--- config.mk ---
export PLATFORM = sky130hd
export DESIGN_NAME = arc_ctrl
export DESIGN_NICKNAME = d
export VERILOG_FILES = /design/src/arc_pkg.sv /design/src/arc_ctrl.sv
export VERILOG_INCLUDE_DIRS = /design/src
export SDC_FILE = /design/constraint.sdc
export NUM_CORES = 1
export LEC_CHECK = 0
export BUFFER_PORTS_ARGS = -buffer_cell sky130_fd_sc_hd__buf_2
export CAP_MARGIN = 20
export CORE_ASPECT_RATIO = 2
export CORE_MARGIN = 2
export CORE_UTILIZATION = 35
export DETAILED_ROUTE_END_ITERATION = 6
export GPL_TIMING_DRIVEN = 1
export PLACE_DENSITY_LB_ADDON = 0.05
export SLEW_MARGIN = 40
export SYNTH_ARGS = -nofsm -noshare
export SYNTH_HDL_FRONTEND = slang
export SYNTH_SLANG_ARGS = --single-unit
--- constraint.sdc ---
create_clock -name clk_i -period 2.2 [get_ports clk_i]
set_input_delay 0.11 -clock clk_i [delete_from_list [all_inputs] [get_ports clk_i]]
set_output_delay 0.11 -clock clk_i [all_outputs]
set_load 0.05 [all_outputs]
--- src/arc_defs.svh ---
// Constants of the auto restart controller: timing, register offsets, bit positions
`ifndef ARC_DEFS_SVH
`define ARC_DEFS_SVH

// ==========================================================
// Timing
`define ARC_CLK_PERIOD_NS 100
`define ARC_TICK_PERIOD_NS 1000000
`define ARC_HOLD_MIN_MS 3000
`define ARC_HOLD_MAX_MS 10000
`define ARC_BLINK_MS 5000
`define ARC_FLASH_HALF_MS 100
`define ARC_BEEP_PHASE_MS 100
`define ARC_BEEP_COUNT 3
`define ARC_RESTART_DELAY_S 180

// ==========================================================
// Register offsets (byte addresses)
`define ARC_CTRL_OFS 4'h0
`define ARC_STATUS_OFS 4'h4

// ==========================================================
// Control register bits
`define ARC_CTRL_TIMER_ARM_BIT 0
`define ARC_CTRL_FILTER_SET_BIT 1

// ==========================================================
// Status register bits
`define ARC_ST_RUN_BIT 0
`define ARC_ST_RESTART_EN_BIT 1
`define ARC_ST_FILTER_BIT 2
`define ARC_ST_TIMER_BIT 3
`define ARC_ST_WAIT_BIT 4
`define ARC_ST_OUTAGE_BIT 5
`define ARC_ST_HOLDING_BIT 6

// ==========================================================
// Reset values
`define ARC_RESTART_EN_RST 1'b0
`define ARC_RUN_RST 1'b0

`endif

--- src/arc_pkg.sv ---
// Types of the auto restart controller
package arc_pkg;

	// ==========================================================
	// Mains supervision states, one-hot
	typedef enum logic [2:0] {
		ARC_PWR_ON = 3'b001,
		ARC_PWR_LOST = 3'b010,
		ARC_PWR_WAIT = 3'b100
	} arc_pwr_t;

	// ==========================================================
	// Front panel and remote commands
	typedef struct packed {
		logic button;
		logic remote_toggle;
		logic remote_on;
		logic remote_off;
	} arc_cmd_t;

	// ==========================================================
	// Operating and indicator outputs
	typedef struct packed {
		logic run;
		logic led_green;
		logic led_filter;
		logic beep;
		logic timer_active;
	} arc_ind_t;

endpackage : arc_pkg

--- src/arc_ctrl.sv ---
// Auto restart controller with panel button, remote commands and Wishbone registers
//
// The Wishbone interface to the registers and the placing of the registers are this design's own decisions.
`timescale 1ns/1ps
`include "arc_defs.svh"

module arc_ctrl #(
	parameter int TICK_CYCLES = `ARC_TICK_PERIOD_NS / `ARC_CLK_PERIOD_NS,
	// Ticks per millisecond first, so that no product leaves the int range
	parameter int HOLD_MIN_TICKS = `ARC_HOLD_MIN_MS * (1000000 / `ARC_TICK_PERIOD_NS),
	parameter int HOLD_MAX_TICKS = `ARC_HOLD_MAX_MS * (1000000 / `ARC_TICK_PERIOD_NS),
	parameter int BLINK_TICKS = `ARC_BLINK_MS * (1000000 / `ARC_TICK_PERIOD_NS),
	parameter int FLASH_TICKS = `ARC_FLASH_HALF_MS * (1000000 / `ARC_TICK_PERIOD_NS),
	parameter int BEEP_TICKS = `ARC_BEEP_PHASE_MS * (1000000 / `ARC_TICK_PERIOD_NS),
	parameter int RESTART_TICKS = `ARC_RESTART_DELAY_S * 1000 * (1000000 / `ARC_TICK_PERIOD_NS)
) (
	// Clock and reset
	input wire logic clk_i,
	input wire logic rst_i,
	// Wishbone slave
	input wire logic cyc_i,
	input wire logic stb_i,
	input wire logic we_i,
	input wire logic [3:0] adr_i,
	input wire logic [3:0] sel_i,
	input wire logic [31:0] dat_i,
	output logic [31:0] dat_o,
	output logic ack_o,
	// Panel, remote and mains
	input wire arc_pkg::arc_cmd_t cmd_i,
	input wire logic mains_ok_i,
	input wire logic filter_due_i,
	// Operating and indicator outputs
	output arc_pkg::arc_ind_t ind_o
);

	localparam int TW = $clog2(TICK_CYCLES + 1);
	localparam int HW = $clog2(HOLD_MAX_TICKS + 1);
	localparam int BW = $clog2(BLINK_TICKS + 1);
	localparam int FW = $clog2(FLASH_TICKS + BEEP_TICKS + 1);
	localparam int RW = $clog2(RESTART_TICKS + 1);

	generate
		if (TICK_CYCLES < 1 || HOLD_MIN_TICKS < 1 || HOLD_MIN_TICKS >= HOLD_MAX_TICKS ||
			FLASH_TICKS < 1 || BEEP_TICKS < 1 || BLINK_TICKS < 1 || RESTART_TICKS < 1) begin : g_chk
			$error("arc_ctrl: timing parameters out of range");
		end
	endgenerate

	// ==========================================================
	// Register decode
	function automatic logic reg_hit(input logic [3:0] adr, input logic [3:0] ofs);
		reg_hit = (adr[3:2] == ofs[3:2]);
	endfunction : reg_hit

	// ==========================================================
	// State
	logic [TW-1:0] tick_cnt_reg;
	logic tick_reg;
	logic btn_reg;
	logic [HW-1:0] hold_reg;
	logic press_swallowed_reg;
	logic run_reg;
	logic saved_run_reg;
	logic restart_en_reg;
	logic filter_reg;
	logic timer_reg;
	arc_pkg::arc_pwr_t pwr_reg;
	logic [RW-1:0] wait_reg;
	logic [BW-1:0] blink_reg;
	logic [FW-1:0] flash_cnt_reg;
	logic flash_reg;
	logic [2:0] beep_phase_reg;
	logic [FW-1:0] beep_cnt_reg;
	logic ack_reg;
	logic [31:0] dat_reg;
	arc_pkg::arc_ind_t ind_reg;

	logic press;
	logic release_ev;
	logic hold_ok;
	logic powered;
	logic wr;
	logic filter_set_wr;

	assign powered = (pwr_reg == arc_pkg::ARC_PWR_ON) || (pwr_reg == arc_pkg::ARC_PWR_WAIT);
	assign press = powered && cmd_i.button && !btn_reg;
	assign release_ev = powered && !cmd_i.button && btn_reg;
	// A hold ending inside the window, not after a filter-clear press
	assign hold_ok = release_ev && !press_swallowed_reg &&
		(hold_reg >= HW'(HOLD_MIN_TICKS)) && (hold_reg < HW'(HOLD_MAX_TICKS));
	assign wr = cyc_i && stb_i && we_i && !ack_reg;
	assign filter_set_wr = wr && reg_hit(adr_i, `ARC_CTRL_OFS) && sel_i[0] &&
		dat_i[`ARC_CTRL_FILTER_SET_BIT];

	// ==========================================================
	// Free-running tick
	always_ff @(posedge clk_i) begin
		if (rst_i) begin
			tick_cnt_reg <= '0;
			tick_reg <= 1'b0;
		end else if (tick_cnt_reg == TW'(TICK_CYCLES - 1)) begin
			tick_cnt_reg <= '0;
			tick_reg <= 1'b1;
		end else begin
			tick_cnt_reg <= tick_cnt_reg + 1'b1;
			tick_reg <= 1'b0;
		end
	end

	// ==========================================================
	// Button hold measurement, saturating at the upper limit
	always_ff @(posedge clk_i) begin
		if (rst_i) begin
			btn_reg <= 1'b0;
			hold_reg <= '0;
			press_swallowed_reg <= 1'b0;
		end else begin
			btn_reg <= cmd_i.button;
			if (press) begin
				hold_reg <= '0;
				press_swallowed_reg <= filter_reg;
			end else if (btn_reg && tick_reg && hold_reg != HW'(HOLD_MAX_TICKS)) begin
				hold_reg <= hold_reg + 1'b1;
			end
		end
	end

	// ==========================================================
	// Mains supervision
	always_ff @(posedge clk_i) begin
		if (rst_i) begin
			pwr_reg <= arc_pkg::ARC_PWR_ON;
			wait_reg <= '0;
			saved_run_reg <= 1'b0;
		end else begin
			case (pwr_reg)
				arc_pkg::ARC_PWR_ON: begin
					if (!mains_ok_i) begin
						pwr_reg <= arc_pkg::ARC_PWR_LOST;
						saved_run_reg <= run_reg;
					end
				end
				arc_pkg::ARC_PWR_LOST: begin
					wait_reg <= '0;
					if (mains_ok_i) begin
						if (restart_en_reg && saved_run_reg) begin
							pwr_reg <= arc_pkg::ARC_PWR_WAIT;
						end else begin
							pwr_reg <= arc_pkg::ARC_PWR_ON;
						end
					end
				end
				arc_pkg::ARC_PWR_WAIT: begin
					if (!mains_ok_i) begin
						pwr_reg <= arc_pkg::ARC_PWR_LOST;
					end else if (cmd_i.remote_on || cmd_i.remote_off || cmd_i.remote_toggle ||
						press) begin
						// An explicit command overrides the pending resume
						pwr_reg <= arc_pkg::ARC_PWR_ON;
					end else if (wait_reg == RW'(RESTART_TICKS)) begin
						pwr_reg <= arc_pkg::ARC_PWR_ON;
					end else if (tick_reg) begin
						wait_reg <= wait_reg + 1'b1;
					end
				end
				default: pwr_reg <= arc_pkg::ARC_PWR_ON;
			endcase
		end
	end

	// ==========================================================
	// Run state
	always_ff @(posedge clk_i) begin
		if (rst_i) begin
			run_reg <= `ARC_RUN_RST;
		end else if (!mains_ok_i || pwr_reg == arc_pkg::ARC_PWR_LOST) begin
			run_reg <= 1'b0;
		end else if (pwr_reg == arc_pkg::ARC_PWR_WAIT && wait_reg == RW'(RESTART_TICKS) &&
			!(cmd_i.remote_on || cmd_i.remote_off || cmd_i.remote_toggle || press)) begin
			run_reg <= 1'b1;
		end else if (press && !filter_reg) begin
			run_reg <= !run_reg;
		end else if (cmd_i.remote_toggle) begin
			run_reg <= !run_reg;
		end else if (cmd_i.remote_on) begin
			run_reg <= 1'b1;
		end else if (cmd_i.remote_off) begin
			run_reg <= 1'b0;
		end
	end

	// ==========================================================
	// Restart enable flag, filter indication and timer
	always_ff @(posedge clk_i) begin
		if (rst_i) begin
			restart_en_reg <= `ARC_RESTART_EN_RST;
		end else if (hold_ok) begin
			restart_en_reg <= !restart_en_reg;
		end
	end

	always_ff @(posedge clk_i) begin
		if (rst_i) begin
			filter_reg <= 1'b0;
		end else if (filter_due_i || filter_set_wr) begin
			filter_reg <= 1'b1; // Set wins over a clearing press in the same cycle
		end else if (press) begin
			filter_reg <= 1'b0;
		end
	end

	always_ff @(posedge clk_i) begin
		if (rst_i) begin
			timer_reg <= 1'b0;
		end else if (pwr_reg == arc_pkg::ARC_PWR_LOST || !mains_ok_i) begin
			timer_reg <= 1'b0;
		end else if (wr && reg_hit(adr_i, `ARC_CTRL_OFS) && sel_i[0]) begin
			timer_reg <= dat_i[`ARC_CTRL_TIMER_ARM_BIT];
		end
	end

	// ==========================================================
	// Acknowledge: three beeps and a five second blink
	always_ff @(posedge clk_i) begin
		if (rst_i || !powered) begin
			beep_phase_reg <= '0;
			beep_cnt_reg <= '0;
		end else if (hold_ok) begin
			beep_phase_reg <= 3'(2 * `ARC_BEEP_COUNT);
			beep_cnt_reg <= '0;
		end else if (beep_phase_reg != '0 && tick_reg) begin
			if (beep_cnt_reg == FW'(BEEP_TICKS - 1)) begin
				beep_cnt_reg <= '0;
				beep_phase_reg <= beep_phase_reg - 1'b1;
			end else begin
				beep_cnt_reg <= beep_cnt_reg + 1'b1;
			end
		end
	end

	always_ff @(posedge clk_i) begin
		if (rst_i || !powered) begin
			blink_reg <= '0;
			flash_cnt_reg <= '0;
			flash_reg <= 1'b0;
		end else if (hold_ok) begin
			blink_reg <= BW'(BLINK_TICKS);
			flash_cnt_reg <= '0;
			flash_reg <= 1'b1;
		end else if (blink_reg != '0 && tick_reg) begin
			blink_reg <= blink_reg - 1'b1;
			if (flash_cnt_reg == FW'(FLASH_TICKS - 1)) begin
				flash_cnt_reg <= '0;
				flash_reg <= !flash_reg;
			end else begin
				flash_cnt_reg <= flash_cnt_reg + 1'b1;
			end
		end
	end

	// ==========================================================
	// Indicator outputs, registered
	always_ff @(posedge clk_i) begin
		if (rst_i) begin
			ind_reg <= '0;
		end else begin
			ind_reg.run <= run_reg;
			// Blink overrides the steady run lamp while it lasts
			ind_reg.led_green <= (blink_reg != '0) ? flash_reg : run_reg;
			ind_reg.led_filter <= filter_reg;
			ind_reg.beep <= beep_phase_reg[0];
			ind_reg.timer_active <= timer_reg;
		end
	end

	assign ind_o = ind_reg;

	// ==========================================================
	// Wishbone slave: one wait state, unmapped reads return zero
	always_ff @(posedge clk_i) begin
		if (rst_i) begin
			ack_reg <= 1'b0;
			dat_reg <= '0;
		end else begin
			ack_reg <= cyc_i && stb_i && !ack_reg;
			dat_reg <= '0;
			if (cyc_i && stb_i && !we_i && !ack_reg) begin
				if (reg_hit(adr_i, `ARC_CTRL_OFS)) begin
					dat_reg[`ARC_CTRL_TIMER_ARM_BIT] <= timer_reg;
				end else if (reg_hit(adr_i, `ARC_STATUS_OFS)) begin
					dat_reg[`ARC_ST_RUN_BIT] <= run_reg;
					dat_reg[`ARC_ST_RESTART_EN_BIT] <= restart_en_reg;
					dat_reg[`ARC_ST_FILTER_BIT] <= filter_reg;
					dat_reg[`ARC_ST_TIMER_BIT] <= timer_reg;
					dat_reg[`ARC_ST_WAIT_BIT] <= (pwr_reg == arc_pkg::ARC_PWR_WAIT);
					dat_reg[`ARC_ST_OUTAGE_BIT] <= (pwr_reg == arc_pkg::ARC_PWR_LOST);
					dat_reg[`ARC_ST_HOLDING_BIT] <= btn_reg;
				end
			end
		end
	end

	assign ack_o = ack_reg;
	assign dat_o = dat_reg;

endmodule : arc_ctrl

## Word level (Yosys, flattened, before mapping)

Cells that the tools add are included.

| word-level totals | value |
|---|---|
| register bits after elaboration | 128 |
| input port bits | 51 |
| logic and storage cells | 154 |

| cells by class | value |
|---|---|
| $add $sub $neg | 7 |
| order comparisons | 2 |
| eq/ne operators | 16 |
| muxes and demuxes | 33 |
| bitwise operators | 3 |
| reductions and logical operators | 65 |

Operators by type and width:

| cell | number |
|---|---|
| $mux W18 | 4 |
| $pmux W18 S2 | 1 |
| $add A14 B1 Y14 const B | 2 |
| $mux W3 | 9 |
| $mux W13 | 2 |
| $logic_and A1 B1 Y1 | 24 |
| $add A18 B1 Y18 const B | 1 |
| $eq A18 B18 Y1 const B | 1 |
| $add A8 B1 Y8 const B | 2 |
| $eq A8 B7 Y1 const B | 2 |
| $mux W8 | 2 |
| $eq A14 B14 Y1 const B | 1 |
| $ge A14 B12 Y1 const B | 1 |
| $lt A14 B14 Y1 const B | 1 |
| $ne A14 B14 Y1 const B | 1 |
| $mux W1 | 13 |
| $reduce_bool A13 Y1 | 1 |
| $sub A13 B1 Y13 const B | 1 |
| $logic_not A1 Y1 | 12 |
| $ne A2 B2 Y1 const B | 6 |
| $reduce_bool A2 Y1 | 6 |
| $reduce_or A2 Y1 | 5 |
| $pmux W3 S3 | 1 |
| $reduce_and A2 Y1 | 4 |
| other kinds (15) | 23 |

## Longest topological paths before layout

| depth | value |
|---|---|
| word-level depth | 9 |
| mapped depth | 8 |

## Least setup slack after synthesis

Ideal clock, no wire load.

| timing | value |
|---|---|
| kind | register to register |
| from | reg blink_reg[0] |
| to | reg flash_reg |
| data arrival time | 1.985 ns |
| slack | 0.082 ns |
| cell stages (with the launch flop) | 9 |
| path through | dfxtp_1 inv_1 ha_1 or3b_2 or4_4 buf_6 and4_4 xnor2_1 a21oi_1 |

| between the ends | value |
|---|---|
| word-level cells in the longest chain between the ends | 4 |

Ends and longest elaborated chain:

| item | RTL line | source |
|---|---|---|
| start, declared | arc_ctrl.sv:70 | `logic [BW-1:0] blink_reg;` |
| start signal, assigned | arc_ctrl.sv:248 | `blink_reg <= BW'(BLINK_TICKS);` |
| start signal, assigned | arc_ctrl.sv:252 | `blink_reg <= blink_reg - 1'b1;` |
| $reduce_bool A13 Y1 | arc_ctrl.sv:251 | `end else if (blink_reg != '0 && tick_reg) begin` |
| $logic_and A1 B1 Y1 | arc_ctrl.sv:251 |  |
| $reduce_bool A2 Y1 (no line) | - |  |
| $reduce_and A2 Y1 (no line) | - |  |
| end signal, assigned | arc_ctrl.sv:255 | `flash_reg <= !flash_reg;` |
| end, declared | arc_ctrl.sv:72 | `logic flash_reg;` |

No other way between the ends.
A chain may end at the register's enable or synchronous reset.

## Final worst setup path

| timing | value |
|---|---|
| from | reg blink_reg[1] |
| to | reg blink_reg[1] |

| between the ends | value |
|---|---|
| word-level cells in the longest chain between the ends | 2 |

Ends and longest elaborated chain:

| item |
|---|
| branches (longest 2 deep; another with $sub A13 B1 Y13) |

Parallel ways; which one is timed is not known.

==> metrics.txt <==
status finished, final reports clean; gr usage total 0.1580; Inst Count DP 829; fill count 1506; Initial Util 0.3555; GRT Residual Overflow 0; library cells used by synthesis between 50 and 60; Primary FF master, synth dfxtp_1; Power per Cell Area 659.0 nW/um^2; H-tree depth 3; final count of negative-setup-slack endpoints 0; initial antenna violation count 0; fraction of registers with async set/reset 0; Nets about 710; DRT iter0 DRCs 80; Util after Layout 0.4071; Final Hold Violating Endpoints 0; largest net degree at the start of global routing 26; clock sink total about 100; Clk Latency, worst-skew pair between 300 and 400 ps; vias post-DR approximately 4200; fin crit period 2123 ps; fmax 0.4711 GHz; Clock power frac 0.433; CTS Buf Count 9; Placer Congestion approximately 0.78; Routed WL per cell 13.89 microns; clock root cell clkbuf_16; FF-to-FF End blink_reg[1]$_SDFFE_PP0P_; Die X a little under 90 microns; Critical Path, Cell by Cell inv_2, ha_2, or3b_4, or4_4, and2_4, buf_4, a211oi_2; Core ar. 14270 sq um; Worst setup SP type flip-flop; Peak supply drop roughly 0.49 mV; Slew HR 0.6130; Place WS -29.58 ps; Crit. End Element flip-flop; worst hold path type in2reg; DR pass1 iterations 4; Worst Skew roughly 10 ps; leakage power between 2 and 2.5 nW; cells after synthesis 603; Max Cap Viol 0; reg2reg setup slack between 70 and 80 ps; die area around 16000 sq um; Crit-path slowest cell or4_4; final worst-path cycle share 0.9649; worst endpoint required time 2460 ps; fin cells ~850; I/O pin cnt ~90; num rows 62; Synth Warn # 0; Int Power approximately 0.0029 W; syn_area_per_cell around 8.4 sq um; share of cells above drive strength 1 0.1514; sequential-to-total area share from yosys stat 0.4064; antenna viol nets, final 0; power share of the sequential group 0.496; Diodes inserted 0; P&R area growth vs syn 14.53%; crit-path max FO 8; Critical Path Start blink_reg[1]$_SDFFE_PP0P_; Reg2Reg Launch Point blink_reg[1]$_SDFFE_PP0P_; vias in the first global route 4153; DRC errors left 0; Synth Register Bits 103; Sw Pwr 0.0009365 W; CP arrival around 2400 ps; Comb pwr share 0.071; PortBufs 28; number of synthesized flops with an enable pin 0; DP Wirelength 9005 microns; Final Max Tran Viols 0; RSZ-0062 raised after global routing true; worst setup path end blink_reg[1]$_SDFFE_PP0P_; Die Y-Extent ~170 microns; global-route wire length before repair between 15000 and 20000 microns; max reg flops 18; Worst Slack Setup Final between 70 and 80 ps; CTS tree done; worst-case clock buffer depth 2; Hold Slack 34.22 ps; Crit Path Category reg2reg; final wirelength between 10000 and 15000 microns; vias per cell approximately 5; CP max stage delay between 500 and 600 ps; Post-Syn Area roughly 5000 sq um; clock-pin slew on the worst setup and hold paths 70 ps; R2R cell count 7; worst-margin pin slew slightly below 600 ps; Sw Share 0.2445
-- Yosys cell counts (all sizes together), types with 2 or more instances --
master   instances  area share
nand2           51       0.038
a21oi           34       0.034
xor2            18       0.031
and4             2      0.0039
buf             34       0.050
mux2i            8       0.016
a31oi           20       0.025
nand3           22       0.022
a41oi            3      0.0052
or4              5      0.0096
nor2b            6      0.0074
o2111ai          2      0.0069
nor2            84       0.062
mux2             2      0.0044
nand2b           8      0.0099
nor4b            2      0.0035
a211oi           3      0.0054
and3             5      0.0062
or3b             4      0.0069
nand4           17       0.021
clkbuf          12      0.0089
a21o             3      0.0047
a32oi            2      0.0035
nor4bb           2      0.0039
nor3            27       0.027
ha              11       0.027
inv             24       0.018
a21boi           2      0.0030
nor3b            5      0.0074
nor4            11       0.015
or3              7      0.0086
or4b             3      0.0059
nand3b           4      0.0059
dfxtp          103        0.41
o21ai           11       0.011
or2              2      0.0025
and2             6      0.0074
xnor2           28       0.048
-- per-stage QoR --
step | TNS [ps] | total power [W] | instance area (sq um)
floorplan | 0 | 0.002191 | 5164
global placement | 0 | 0.002217 | 5470
detailed placement | -29.58 | 0.002220 | 5470
CTS | 0 | 0.003888 | 5783
global route | -9.083 | 0.003975 | 5811
finish | 0 | 0.003829 | 5811
-- kinds of logic (layout without fill, tap and decap cells) --
family / Yosys count / in the layout / synth area share
other: 1 / 25 / 0.0007391
AND/OR/NAND/NOR: 275 / 275 / 0.2769
flip-flops: 103 / 103 / 0.4064
buffers and inverters: 70 / 97 / 0.07620
adder cells (fa/ha/maj): 11 / 11 / 0.02713
multiplexers: 10 / 10 / 0.02022
XOR/XNOR: 46 / 46 / 0.07941
AO/OA/AOI/OAI: 87 / 87 / 0.1129
-- power groups by stage --
stage                     Combinational [W]  Clock (W)  Sequential, W
final                              0.000272    0.00166        0.00190
after global routing               0.000296    0.00178        0.00190
after CTS                          0.000275    0.00171        0.00190
after detailed placement           0.000275          0        0.00194
after global placement             0.000273          0        0.00194
after floorplan                    0.000238          0        0.00195
-- routing by layer --
layer  up-vias  track usage  part of all wire
met5         -            0                 0
met4         0      0.06219             0.028
met3        17      0.02849             0.019
met2        47       0.3006              0.57
met1      1961       0.1609              0.39
li1       2145            -                 -
-- worst max-delay path: cells and delay by family (launching register included) --
kind	cells	cell delay, ps
buffers and inverters	2	200
AO/OA/AOI/OAI	1	190
AND/OR/NAND/NOR	3	1170
flip-flops	1	330
adder cells (fa/ha/maj)	1	160
-- cell usage in the layout, fill, tap and decap left out, drive strengths merged, types with 5 or more instances in the layout --
| master | count |
|---|---|
| dfxtp | 103 |
| nor2 | 84 |
| buf | 57 |
| nand2 | 51 |
| a21oi | 34 |
| xnor2 | 28 |
| nor3 | 27 |
| conb | 25 |
| inv | 24 |
| nand3 | 22 |
| a31oi | 20 |
| xor2 | 18 |
| nand4 | 17 |
| clkbuf | 12 |
| o21ai | 11 |
| nor4 | 11 |
| ha | 11 |
| nand2b | 8 |
| mux2i | 8 |
| or3 | 7 |
| nor2b | 6 |
| and2 | 6 |
| and3 | 5 |
| nor3b | 5 |
| or4 | 5 |
-- area by class of cell --
type	count	area (sq um)	share of cell area
multi-input cells	454	2731	0.4701
flip-flops and latches	103	2064	0.3553
repair buffers	57	374.1	0.06438
clock buffers	12	256.5	0.04414
well taps	192	240.2	0.04134
inverters	24	90.09	0.01550
clock inverters	4	53.80	0.009259
-- timing repair --
action,in CTS,in global routing
setup buffers,0,1
setup endpoints to repair,1,16
resized for setup,2,8
pin swaps,0,5
hold buffers,0,0
-- worst min path at each step --
stage | from | endpoint | slack, ps | depth (start not counted)
3_5_place_dp | cmd_i[3] | btn_reg$_SDFF_PP0_ | 390 | 2
5_1_grt | cmd_i[3] | btn_reg$_SDFF_PP0_ | 50 | 2
3_3_place_gp | cmd_i[3] | btn_reg$_SDFF_PP0_ | 380 | 2
2_1_floorplan | cmd_i[3] | btn_reg$_SDFF_PP0_ | 240 | 1
4_1_cts | filter_due_i | filter_reg$_SDFFE_PP0P_ | 30 | 3
6_report | filter_due_i | filter_reg$_SDFFE_PP0P_ | 30 | 3
No activity file was read; power rests on OpenSTA's default activity.
